$ cat config.mk
export PLATFORM = sky130hd
export DESIGN_NAME = sdsc_regs
export DESIGN_NICKNAME = d
export VERILOG_FILES = /design/src/include/sdsc_pkg.sv /design/src/verilog/sdsc_regs.sv
export SDC_FILE = /design/constraint.sdc
export NUM_CORES = 1
export LEC_CHECK = 0
export BUFFER_PORTS_ARGS = -buffer_cell sky130_fd_sc_hd__buf_2
export CAP_MARGIN = 20
export CORE_MARGIN = 2
export CORE_UTILIZATION = 47
export DETAILED_ROUTE_END_ITERATION = 10
export PLACE_DENSITY = 0.74
export SKIP_LAST_GASP = 1
export SYNTH_ARGS = -nofsm -noshare
export SYNTH_HDL_FRONTEND = slang
export SYNTH_SLANG_ARGS = --single-unit
export TNS_END_PERCENT = 20
$ cat constraint.sdc
create_clock -name CLK_SYS -period 3 [get_ports CLK_SYS]
set_input_delay 0.45 -clock CLK_SYS [delete_from_list [all_inputs] [get_ports CLK_SYS]]
set_output_delay 0.45 -clock CLK_SYS [all_outputs]
set_load 0.1 [all_outputs]
$ cat src/include/sdsc_pkg.sv
// Package with offsets, field layouts, reset values and codes of the strap/driver bank
package sdsc_pkg;
    localparam int ADDR_W = 8;
    localparam logic [7:0] OFF_LINE_DRIVER_SELECT = 8'hB4;
    localparam logic [7:0] OFF_POWER_MANAGE_PARAMETER = 8'hB8;
    localparam logic [7:0] OFF_TEST_WORD_ONE = 8'hBC;
    localparam logic [7:0] OFF_TEST_WORD_TWO = 8'hC0;
    localparam logic [7:0] OFF_TEST_WORD_THREE = 8'hC4;
    localparam logic [7:0] OFF_STRAP_PIN_STATUS = 8'hC8;
    localparam int NUM_PORTS = 8;
    localparam int MODE_W = 4;
    localparam logic [31:0] LINE_DRIVER_RESET = 32'h0000_0000;
    localparam int PM_W = 6;
    localparam logic [5:0] PM_RESET_DEFAULT = 6'h00;
    localparam logic [31:0] TEST_WORD_RESET = 32'h0000_0000;
    localparam int STRAP_W = 14;
    localparam int STRAP_LO_BIT = 0;
    localparam int STRAP_HI_BIT = 1;
    localparam int STRAP_DTX_LSB = 2;
    localparam int STRAP_DEQ_LSB = 6;
    localparam int STRAP_RXT_LSB = 10;
    localparam int STRAP_TXT_LSB = 12;
    localparam logic [3:0] MODE_RS232 = 4'h0;
    localparam logic [3:0] MODE_RS422 = 4'h1;
    localparam logic [3:0] MODE_RS485_4W = 4'hB;
    localparam logic [3:0] MODE_RS485_2W = 4'hF;
    // Strap capture runs once after reset release
    typedef enum logic [1:0] {
        CAP_WAIT = 2'b01,
        CAP_DONE = 2'b10
    } sdsc_cap_t;
endpackage

$ cat src/verilog/sdsc_regs.sv
// Line-driver select, power parameter, test words and strap mirror register bank
`timescale 1ns/1ps
// How it works
// - One 32-bit word holds eight 4-bit driver modes, port n at bits 4n+3:4n.
// - Codes 0000 RS232, 0001 RS422, 1011 RS485 4-wire, 1111 RS485 2-wire drive outputs.
// - Driver modes reset to 0000; EEPROM autoload may overwrite them.
// - Power word: bits 5:0 read-write, autoloadable; bits 31:6 read zero.
// - Three read-only test words reset to zero.
// - Strap word bit 0 low-drive strap, bit 1 high-drive strap, read-only.
// - Strap bits 5:2 transmit current, bits 9:6 de-emphasis straps.
// - Strap bits 11:10 rx termination, bits 13:12 tx termination straps.
// - Straps captured from pins, autoload may replace; bits 31:14 read zero.
module sdsc_regs #(
    parameter logic [5:0] PM_RESET = sdsc_pkg::PM_RESET_DEFAULT
) (
    input wire logic CLK_SYS, // 100 MHz clock
    input wire logic RESETN, // Synchronous reset, active low
    input wire logic [7:0] ADDR, // Byte address
    input wire logic [31:0] WDATA, // Write data
    input wire logic WR, // Write strobe
    input wire logic RD, // Read strobe
    output logic [31:0] RDATA, // Read data, cycle after RD
    input wire logic LOW_DRIVE_CURRENT_STRAP, // Strap pin
    input wire logic HIGH_DRIVE_CURRENT_STRAP, // Strap pin
    input wire logic [3:0] TRANSMIT_CURRENT_STRAPS, // Strap pins
    input wire logic [3:0] DEEMPHASIS_EQ_STRAPS, // Strap pins
    input wire logic [1:0] RX_TERMINATION_STRAPS, // Strap pins
    input wire logic [1:0] TX_TERMINATION_STRAPS, // Strap pins
    input wire logic AUTOLOAD_VALID, // Loader word strobe, same clock
    input wire logic [7:0] AUTOLOAD_ADDR, // Loader target offset
    input wire logic [31:0] AUTOLOAD_DATA, // Loader data
    output logic [7:0] PORT_RS422, // Per port RS422 transceiver mode
    output logic [7:0] PORT_RS485, // Per port RS485 mode (4 or 2 wire)
    output logic [7:0] PORT_RS485_HALF, // Per port 2-wire RS485
    output logic [5:0] POWER_PARAM, // Power parameter to power logic
    output logic [13:0] STRAP_VALUE // Current strap mirror
);
    logic [31:0] line_driver_select;
    logic [5:0] power_manage_parameter;
    logic [31:0] test_word_one;
    logic [31:0] test_word_two;
    logic [31:0] test_word_three;
    logic [13:0] strap_pin_status;
    logic [13:0] strap_meta;
    logic [13:0] strap_sync;
    sdsc_pkg::sdsc_cap_t cap_state;
    logic [1:0] cap_count;

    // Decode one 4-bit mode field of a port
    function automatic logic [3:0] mode_of(input logic [31:0] w, input int n);
        mode_of = w[n*4 +: 4];
    endfunction

    // Strap pins are asynchronous to the clock, so they pass two flops
    always_ff @(posedge CLK_SYS)
    begin
        strap_meta <= {TX_TERMINATION_STRAPS, RX_TERMINATION_STRAPS, DEEMPHASIS_EQ_STRAPS,
            TRANSMIT_CURRENT_STRAPS, HIGH_DRIVE_CURRENT_STRAP, LOW_DRIVE_CURRENT_STRAP};
        strap_sync <= strap_meta;
    end

    // Capture sequencer waits for the synchroniser to fill after release
    always_ff @(posedge CLK_SYS)
    begin
        if (!RESETN)
        begin
            cap_state <= sdsc_pkg::CAP_WAIT;
            cap_count <= 2'h0;
        end
        else
        begin
            case (cap_state)
                sdsc_pkg::CAP_WAIT:
                begin
                    cap_count <= cap_count + 2'h1;
                    if (cap_count == 2'h2)
                        cap_state <= sdsc_pkg::CAP_DONE;
                end
                sdsc_pkg::CAP_DONE:
                    cap_state <= sdsc_pkg::CAP_DONE;
                default:
                    cap_state <= sdsc_pkg::CAP_WAIT;
            endcase
        end
    end

    // Strap mirror: pins captured once, autoload may replace; software cannot write
    always_ff @(posedge CLK_SYS)
    begin
        if (!RESETN)
            strap_pin_status <= 14'h0000;
        else if (AUTOLOAD_VALID && AUTOLOAD_ADDR == sdsc_pkg::OFF_STRAP_PIN_STATUS)
            strap_pin_status <= AUTOLOAD_DATA[13:0];
        else if (cap_state == sdsc_pkg::CAP_WAIT && cap_count == 2'h2)
            strap_pin_status <= strap_sync;
    end

    // Driver select: software write, autoload overwrite, loader wins a same-cycle clash
    always_ff @(posedge CLK_SYS)
    begin
        if (!RESETN)
            line_driver_select <= sdsc_pkg::LINE_DRIVER_RESET;
        else if (AUTOLOAD_VALID && AUTOLOAD_ADDR == sdsc_pkg::OFF_LINE_DRIVER_SELECT)
            line_driver_select <= AUTOLOAD_DATA;
        else if (WR && ADDR == sdsc_pkg::OFF_LINE_DRIVER_SELECT)
            line_driver_select <= WDATA;
    end

    // Power parameter: only the low six bits are stored
    always_ff @(posedge CLK_SYS)
    begin
        if (!RESETN)
            power_manage_parameter <= PM_RESET;
        else if (AUTOLOAD_VALID && AUTOLOAD_ADDR == sdsc_pkg::OFF_POWER_MANAGE_PARAMETER)
            power_manage_parameter <= AUTOLOAD_DATA[5:0];
        else if (WR && ADDR == sdsc_pkg::OFF_POWER_MANAGE_PARAMETER)
            power_manage_parameter <= WDATA[5:0];
    end

    // Test words have no write path; held at reset value for production test hooks
    always_ff @(posedge CLK_SYS)
    begin
        if (!RESETN)
        begin
            test_word_one <= sdsc_pkg::TEST_WORD_RESET;
            test_word_two <= sdsc_pkg::TEST_WORD_RESET;
            test_word_three <= sdsc_pkg::TEST_WORD_RESET;
        end
    end

    // Read mux; unmapped offsets return zero
    always_ff @(posedge CLK_SYS)
    begin
        if (!RESETN)
            RDATA <= 32'h0000_0000;
        else if (!RD)
            RDATA <= 32'h0000_0000;
        else if (ADDR == sdsc_pkg::OFF_LINE_DRIVER_SELECT)
            RDATA <= line_driver_select;
        else if (ADDR == sdsc_pkg::OFF_POWER_MANAGE_PARAMETER)
            RDATA <= {26'h0000000, power_manage_parameter};
        else if (ADDR == sdsc_pkg::OFF_TEST_WORD_ONE)
            RDATA <= test_word_one;
        else if (ADDR == sdsc_pkg::OFF_TEST_WORD_TWO)
            RDATA <= test_word_two;
        else if (ADDR == sdsc_pkg::OFF_TEST_WORD_THREE)
            RDATA <= test_word_three;
        else if (ADDR == sdsc_pkg::OFF_STRAP_PIN_STATUS)
            RDATA <= {18'h00000, strap_pin_status};
        else
            RDATA <= 32'h0000_0000;
    end

    // Transceiver mode outputs; undefined codes fall back to RS232 (all low)
    always_ff @(posedge CLK_SYS)
    begin
        if (!RESETN)
        begin
            PORT_RS422 <= 8'h00;
            PORT_RS485 <= 8'h00;
            PORT_RS485_HALF <= 8'h00;
        end
        else
        begin
            for (int n = 0; n < sdsc_pkg::NUM_PORTS; n++)
            begin
                PORT_RS422[n] <= mode_of(line_driver_select, n) == sdsc_pkg::MODE_RS422;
                PORT_RS485[n] <= mode_of(line_driver_select, n) == sdsc_pkg::MODE_RS485_4W
                    || mode_of(line_driver_select, n) == sdsc_pkg::MODE_RS485_2W;
                PORT_RS485_HALF[n] <= mode_of(line_driver_select, n) == sdsc_pkg::MODE_RS485_2W;
            end
        end
    end

    // Plain copies for neighbouring logic
    always_ff @(posedge CLK_SYS)
    begin
        if (!RESETN)
        begin
            POWER_PARAM <= 6'h00;
            STRAP_VALUE <= 14'h0000;
        end
        else
        begin
            POWER_PARAM <= power_manage_parameter;
            STRAP_VALUE <= strap_pin_status;
        end
    end
endmodule
==> reports/summary.txt, run 1 <==
reg2reg setup slack - 1.11 ns
Worst Setup Path Type - in2reg
post-route clock period utilization - 64.89%
worst reg2reg path depth - 5
Core ar. - 12010 µm²
synth warn - 0
Resize count post-CTS - 0
syn_nets - 679
worst r2r dst - strap_pin_status[2]
I/O pins - 175
critical path depth - 4
CTS buffer count - 17
Clock Latency Late Sink - 0.43 ns
largest family of logic cells by synthesized area - simple AND/OR/NAND/NOR gates
post-CTS setup buffers - 0
Starting Density - 48.17%
largest net degree at the start of global routing - 51
Synth Area in Adders - 0.4325%
Post-Syn Instances - 578
RSZ-0062 raised after global routing - no
worst path bufs/invs - 1
portion of netlist area occupied by mux cells - 0%
vias in the first global route - 5032
Storage cell area - 3203 µm²
setup tns final - 0 ns
XOR/XNOR Fraction of Synth Area - 0.1514%
CTS Hold Bufs - 0
Nets - 823
Post-Syn Area per Cell - 10.01 µm²
clock edge transition at the registers on the reported setup and hold paths - 0.07 ns
CTS HTree Levels - 4
synth unique cells - 37
Simple-Gate Fraction of Synth Area - 19.96%
final worst slack - 1.053 ns
CTS tree - done
die height - 115.0 µm
clk_skew - 0.006893 ns
RePlAce Congestion - 0.8421
die area - 13210 µm²
fin. max-slew vios - 0
row count - 40
Hold Fails Final Rpt - 0
Overall Global Routing Usage - 24.73%
drt first-iter violations - 502
HP Class - in2reg
synthesis-to-finish area growth - 27.14%
GRT overflow - 0
worst-path fanout max - 22
total routed wirelength - 16480 µm
share of cells above drive strength 1 - 31.02%
outcome - completed
first-pass GRT wire length - 25320 µm
Layout fillers - 971
r2r startpoint - cap_count[0]
CP endpoint - strap_pin_status[2]
maximum VDD drop - 0.0004211 V
final setup vio count - 0
endpoint class of the critical path - flip-flop
Syn Std Cell Area - 5786 µm²
fin crit period - 1.947 ns
final core utilization - 61.24%
register area share after synthesis - 55.36%
Least-Margin Pin Slew - 0.9671 ns
die extent in x - 115.0 µm
complex-gate fraction of the synthesized area - 19.20%
Startpoint Class - input port
routed vias/inst - 6.078
Max stage delay on crit path - 0.68 ns
CTS Buffer Depth - 2
Slowest-stage cell, CP - or3_1
CTS Sinks - 160
max-cap violation count - 0
DRC Markers - 0
fmax - 513.7 MHz
area of the multi-input gates - 2307 µm²
hold depth - 1
Post-Place Worst Slack - 0.4886 ns
Slew HR - 35.53%
Critical Path RT - 3.31 ns
CP arrival - 2.26 ns
Seq cells post-synth - 160
PwrDens - 686.6 nW/µm²
port bufs - 174
antenna-violating nets left - 0
DP Wirelength - 11010 µm
CP top delay family - simple AND/OR/NAND/NOR gates
CP Launch Point - AUTOLOAD_ADDR[1]
ant diodes - 0
antenna violations before repair - 0
leakage power - 2.956 nW
worst-path cell chain - buf_2 > or3b_2 > or3_1 > a311oi_1
wire per inst - 18.69 µm
Vias - 5361
root buffer cell - clkbuf_16
Pre-antenna DRT Iters - 7
through the flow:
step                total power, mW  instance area (µm²)  hold slack (ns)  cells
global placement              2.863                 6696           0.3122    848
floorplan                     2.695                 5786           0.3096    578
CTS                           5.061                 7301           0.1023    880
finish                        5.051                 7356           0.1109    882
detailed placement            2.885                 6696           0.3121    848
global route                  5.216                 7356           0.1014    882
cells by family after synthesis:
family	after synthesis
AO/OA/AOI/OAI	146
buffers and inverters	71
adder cells (fa/ha/maj)	2
AND/OR/NAND/NOR	198
flip-flops	160
XOR/XNOR	1
sequential cells by signal, summed over array words and instances (netlist names), 8 cells and up:
name                cells
RDATA                  32
line_driver_select     32
STRAP_VALUE            14
strap_meta             14
strap_pin_status       14
strap_sync             14
PORT_RS422              8
PORT_RS485              8
PORT_RS485_HALF         8
per-layer routing:
metal	up-vias	GRT usage [%]	part of all wire (%)
met3	49	7.327	8.4
met5	-	0	0
met1	2499	30.61	41
li1	2514	-	-
met4	0	12.77	3.3
met2	299	39.18	47
synth_stat cells:
cell type    n  area, µm²
a211oi_1     1      7.510
a21oi_1      1      5.000
a22o_1       8      70.07
a311oi_1    14      122.6
a31oi_1     44      275.3
and2_1      46      287.8
and4b_1      1      10.01
buf_1        3      11.26
buf_2        6      30.03
buf_6        1      11.26
clkbuf_1    55      206.5
clkbuf_2     1      5.000
clkinv_1     1      3.750
dfxtp_1    160       3203
ha_1         2      25.02
inv_1        4      15.01
nand2_1     32      120.1
nand2b_1     3      18.77
nand3_1     32      160.2
nand4_1     38      237.7
nand4b_1     2      17.52
nand4bb_1    1      11.26
nor2_1      10      37.54
nor3_4       1      16.27
nor3b_4      1      18.77
nor4_1      22      137.6
nor4b_1      1      8.760
nor4b_2      1      15.01
nor4bb_1     1      10.01
o21a_1       1      7.510
o21ai_0      1      5.000
o31ai_1     38      285.3
o41ai_1     38      332.8
or3_1        3      18.77
or3b_1       1      8.760
or4b_1       2      20.02
xnor2_1      1      8.760
worst reg2reg max path, cell delays in order, from the launching register on:
cell and delay, ns:
dfxtp_1 0.32, inv_1 0.06, ha_1 0.54, nand2_1 0.49
nand2_1 0.19, a311oi_1 0.12
layout by cell type (no fill, tap or decap), types with 2 or more instances in the layout:
master	count
inv_1	4
nand4_1	38
o31ai_1	38
a31oi_1	44
nand2b_1	3
nand4b_1	2
or4b_1	2
nor4b_2	2
o41ai_1	38
clkinv_4	2
nor4_1	22
buf_4	15
a311oi_1	14
buf_16	2
bufinv_16	2
dfxtp_1	160
inv_6	5
a22o_1	8
inv_8	2
buf_2	174
and2_1	46
ha_1	2
nor2_1	10
clkinvlp_4	2
clkbuf_16	17
nand2_1	32
or3_1	3
nand3_1	32
layout make-up:
class                      instances  area share [%]
clock buffer                      18           5.834
clock inverter                    14           2.381
tap                              147           2.500
inverter                           5          0.2551
multi-input combinational        347           31.37
sequential                       160           43.54
timing repair buffer             191           14.12
how the worst min path moves through the flow:
stage	startpoint	end	slack (ns)
after floorplan	strap_meta[0]	strap_sync[0]	0.31
after detailed placement	strap_meta[1]	strap_sync[1]	0.31
after global routing	LOW_DRIVE_CURRENT_STRAP	strap_meta[0]	0.10
after CTS	DEEMPHASIS_EQ_STRAPS[2]	strap_meta[8]	0.10
final	DEEMPHASIS_EQ_STRAPS[2]	strap_meta[8]	0.11
after global placement	strap_meta[0]	strap_sync[0]	0.31
where the power goes:
| group | total, mW | switching (mW) | internal [mW] |
|---|---|---|---|
| clock network | 2.19 | 0.935 | 1.26 |
| logic | 0.592 | 0.412 | 0.181 |
| registers | 2.26 | 0.0495 | 2.22 |
| total | 5.05 | 1.40 | 3.65 |
(Power assumes the default switching activity.)
==> inputs of run 2 (changes only) <==
==> constraint.sdc (replaced) <==
create_clock -name CLK_SYS -period 1.8 [get_ports CLK_SYS]
set_input_delay 0.27 -clock CLK_SYS [delete_from_list [all_inputs] [get_ports CLK_SYS]]
set_output_delay 0.27 -clock CLK_SYS [all_outputs]
set_load 0.1 [all_outputs]
==> run 2 against run 1 <==
  * Non-clock buffer count increased by 27
  * Hold slack improved by 0.011 ns
  * Combinational power up 76%
  * Wire length grew 5.0%
  * Register-to-register slack got worse by 0.90 ns
  * Die area unchanged
  * Sequential share of layout area decreased by 1.4 points
  * Sequential cell count did not move
  * Count of clock-buffer cells in the layout grew 1
  * Critical path depth up 1
==> reports/summary.txt, run 2 (synthesis results as in run 1) <==
outcome - completed (unchanged)
row count - 40 (unchanged)
CP arrival - 1.90 ns (was 2.26 ns)
Critical Path RT - 2.11 ns (was 3.31 ns)
RePlAce Congestion - 0.8456 (was 0.8421)
Overall Global Routing Usage - 25.92% (was 24.73%)
die height - 115.0 µm (unchanged)
Worst Setup Path Type - reg2reg (was in2reg)
Startpoint Class - flip-flop (was input port)
M3 GR Usage - 7.327% (unchanged)
PwrDens - 1091 nW/µm² (was 686.6 nW/µm²)
Storage cell area - 3203 µm² (unchanged)
DP Wirelength - 11680 µm (was 11010 µm)
largest net degree at the start of global routing - 51 (unchanged)
synthesis-to-finish area growth - 31.49% (was 27.14%)
r2r startpoint - cap_count[0] (unchanged)
die extent in x - 115.0 µm (unchanged)
Hold Fails Final Rpt - 0 (unchanged)
clk_skew - 0.007022 ns (was 0.006893 ns)
commonest non-fill, non-tap cells in the layout - 174 x buf_2, 160 x dfxtp_1, 46 x and2_1 (unchanged)
final worst slack - 0.2079 ns (was 1.053 ns)
Clock Latency Late Sink - 0.43 ns (about the same)
routed vias/inst - 5.978 (was 6.078)
DRC Markers - 0 (unchanged)
Vias - 5440 (was 5361)
antenna-violating nets left - 0 (unchanged)
Core ar. - 12010 µm² (unchanged)
final core utilization - 63.33% (was 61.24%)
vias in the first global route - 5030 (was 5032)
worst r2r dst - strap_pin_status[9] (was strap_pin_status[2])
Layout fillers - 970 (was 971)
worst-path fanout max - 14 (was 22)
root buffer cell - clkbuf_16 (unchanged)
share of cells above drive strength 1 - 31.76% (was 31.02%)
port bufs - 174 (unchanged)
Nets - 850 (was 823)
reg2reg setup slack - 0.21 ns (was 1.11 ns)
Pre-antenna DRT Iters - 6 (was 7)
CTS Sinks - 160 (unchanged)
hold depth - 3 (was 1)
maximum VDD drop - 0.0008239 V (was 0.0004211 V)
CTS buffer count - 17 (unchanged)
endpoint class of the critical path - flip-flop (unchanged)
fmax - 628.1 MHz
final setup vio count - 0 (unchanged)
HP Start - WDATA[28] (was DEEMPHASIS_EQ_STRAPS[2])
CTS Buffer Depth - 2 (unchanged)
fin. max-slew vios - 0 (unchanged)
RSZ-0062 raised after global routing - no (unchanged)
clock edge transition at the registers on the reported setup and hold paths - 0.06 ns (was 0.07 ns)
total routed wirelength - 17300 µm (was 16480 µm)
Hold Path Sink - line_driver_select[28] (was strap_meta[8])
I/O pins - 175 (unchanged)
Largest regs - RDATA: 32 flops, line_driver_select: 32 flops (unchanged)
CTS tree - done (unchanged)
fin crit period - 1.592 ns
Starting Density - 48.17% (unchanged)
drt first-iter violations - 536 (was 502)
met2 Track Usage GR - 42.43% (was 39.18%)
Least-Margin Pin Slew - 0.5520 ns (was 0.9671 ns)
most common cell after layout, fill and taps aside - buf_2 (unchanged)
GRT Max-Usage Layer - met2 (unchanged)
total power draw - 8.296 mW (was 5.051 mW)
post-CTS setup buffers - 0 (unchanged)
CTS HTree Levels - 4 (unchanged)
area of the multi-input gates - 2307 µm² (unchanged)
HP Class - in2reg (unchanged)
die area - 13210 µm² (unchanged)
GRT overflow - 0 (unchanged)
Post-Place Worst Slack - -0.1222 ns (was 0.4886 ns)
grt met1 use - 32.11% (was 30.61%)
antenna violations before repair - 1 (was 0)
Slew HR - 63.16% (was 35.53%)
leakage power - 3.071 nW (was 2.956 nW)
max-cap violation count - 0 (unchanged)
wire per inst - 19.01 µm (was 18.69 µm)
post-route clock period utilization - 88.45%
first-pass GRT wire length - 26220 µm (was 25320 µm)
worst reg2reg path depth - 5 (unchanged)
run 2: how the worst max path moves through the flow:
stage	from	endpoint	slack, ns	cells after the start
6_report	cap_count[0]	strap_pin_status[9]	0.21	5
4_1_cts	cap_count[0]	strap_pin_status[1]	0.24	5
2_1_floorplan	AUTOLOAD_ADDR[1]	strap_pin_status[10]	0.13	6
3_3_place_gp	AUTOLOAD_ADDR[1]	power_manage_parameter[1]	0.007	5
5_1_grt	cap_count[0]	strap_pin_status[1]	0.13	5
3_5_place_dp	AUTOLOAD_ADDR[1]	strap_pin_status[10]	-0.12	5
run 2: per-layer routing:
metal  part of all wire (%)  up-vias  wire length, µm
li1                       -     2576                -
met1                     40     2518             6954
met2                     49      300             8424
met3                    8.0       46             1391
met4                    3.1        0              529
met5                      0        -                0
run 2: worst max-delay path, stage by stage, from the launching register on:
cell	delay, ns
dfxtp_1	0.35
inv_1	0.05
ha_1	0.21
nand2_1	0.41
nand2_1	0.13
a311oi_1	0.33
run 2: per-stage QoR:
step                      cells  TNS, ns  area, µm²  hold WS, ns
after CTS                   909        0       7605       0.1034
final                       910        0       7607       0.1216
after global placement      863        0       6884       0.3106
after global routing        910        0       7607       0.1152
after detailed placement    863  -0.9751       6884       0.3121
after floorplan             578        0       5786       0.2977
run 2: repair_timing:
item | 4_1_cts | 5_1_grt
hold endpoints to repair | 14 | 0
gates resized for setup | 0 | 0
hold buffers | 14 | 0
run 2: area by class of cell:
| cell class | count | area share [%] |
|---|---|---|
| diodes | 1 | 0.03289 |
| clock buffers | 19 | 5.954 |
| clock inverters | 13 | 1.678 |
| inverters | 5 | 0.2467 |
| multi-input cells | 347 | 30.33 |
| flip-flops and latches | 160 | 42.11 |
| well taps | 147 | 2.418 |
| repair buffers | 218 | 17.24 |
run 2: where the power goes:
| group | total (mW) | leakage, nW | internal, mW | switching, mW |
|---|---|---|---|---|
| combinational | 1.04 | 1.49 | 0.342 | 0.698 |
| clock | 3.47 | 0.277 | 2.00 | 1.47 |
| sequential | 3.78 | 1.30 | 3.69 | 0.0876 |
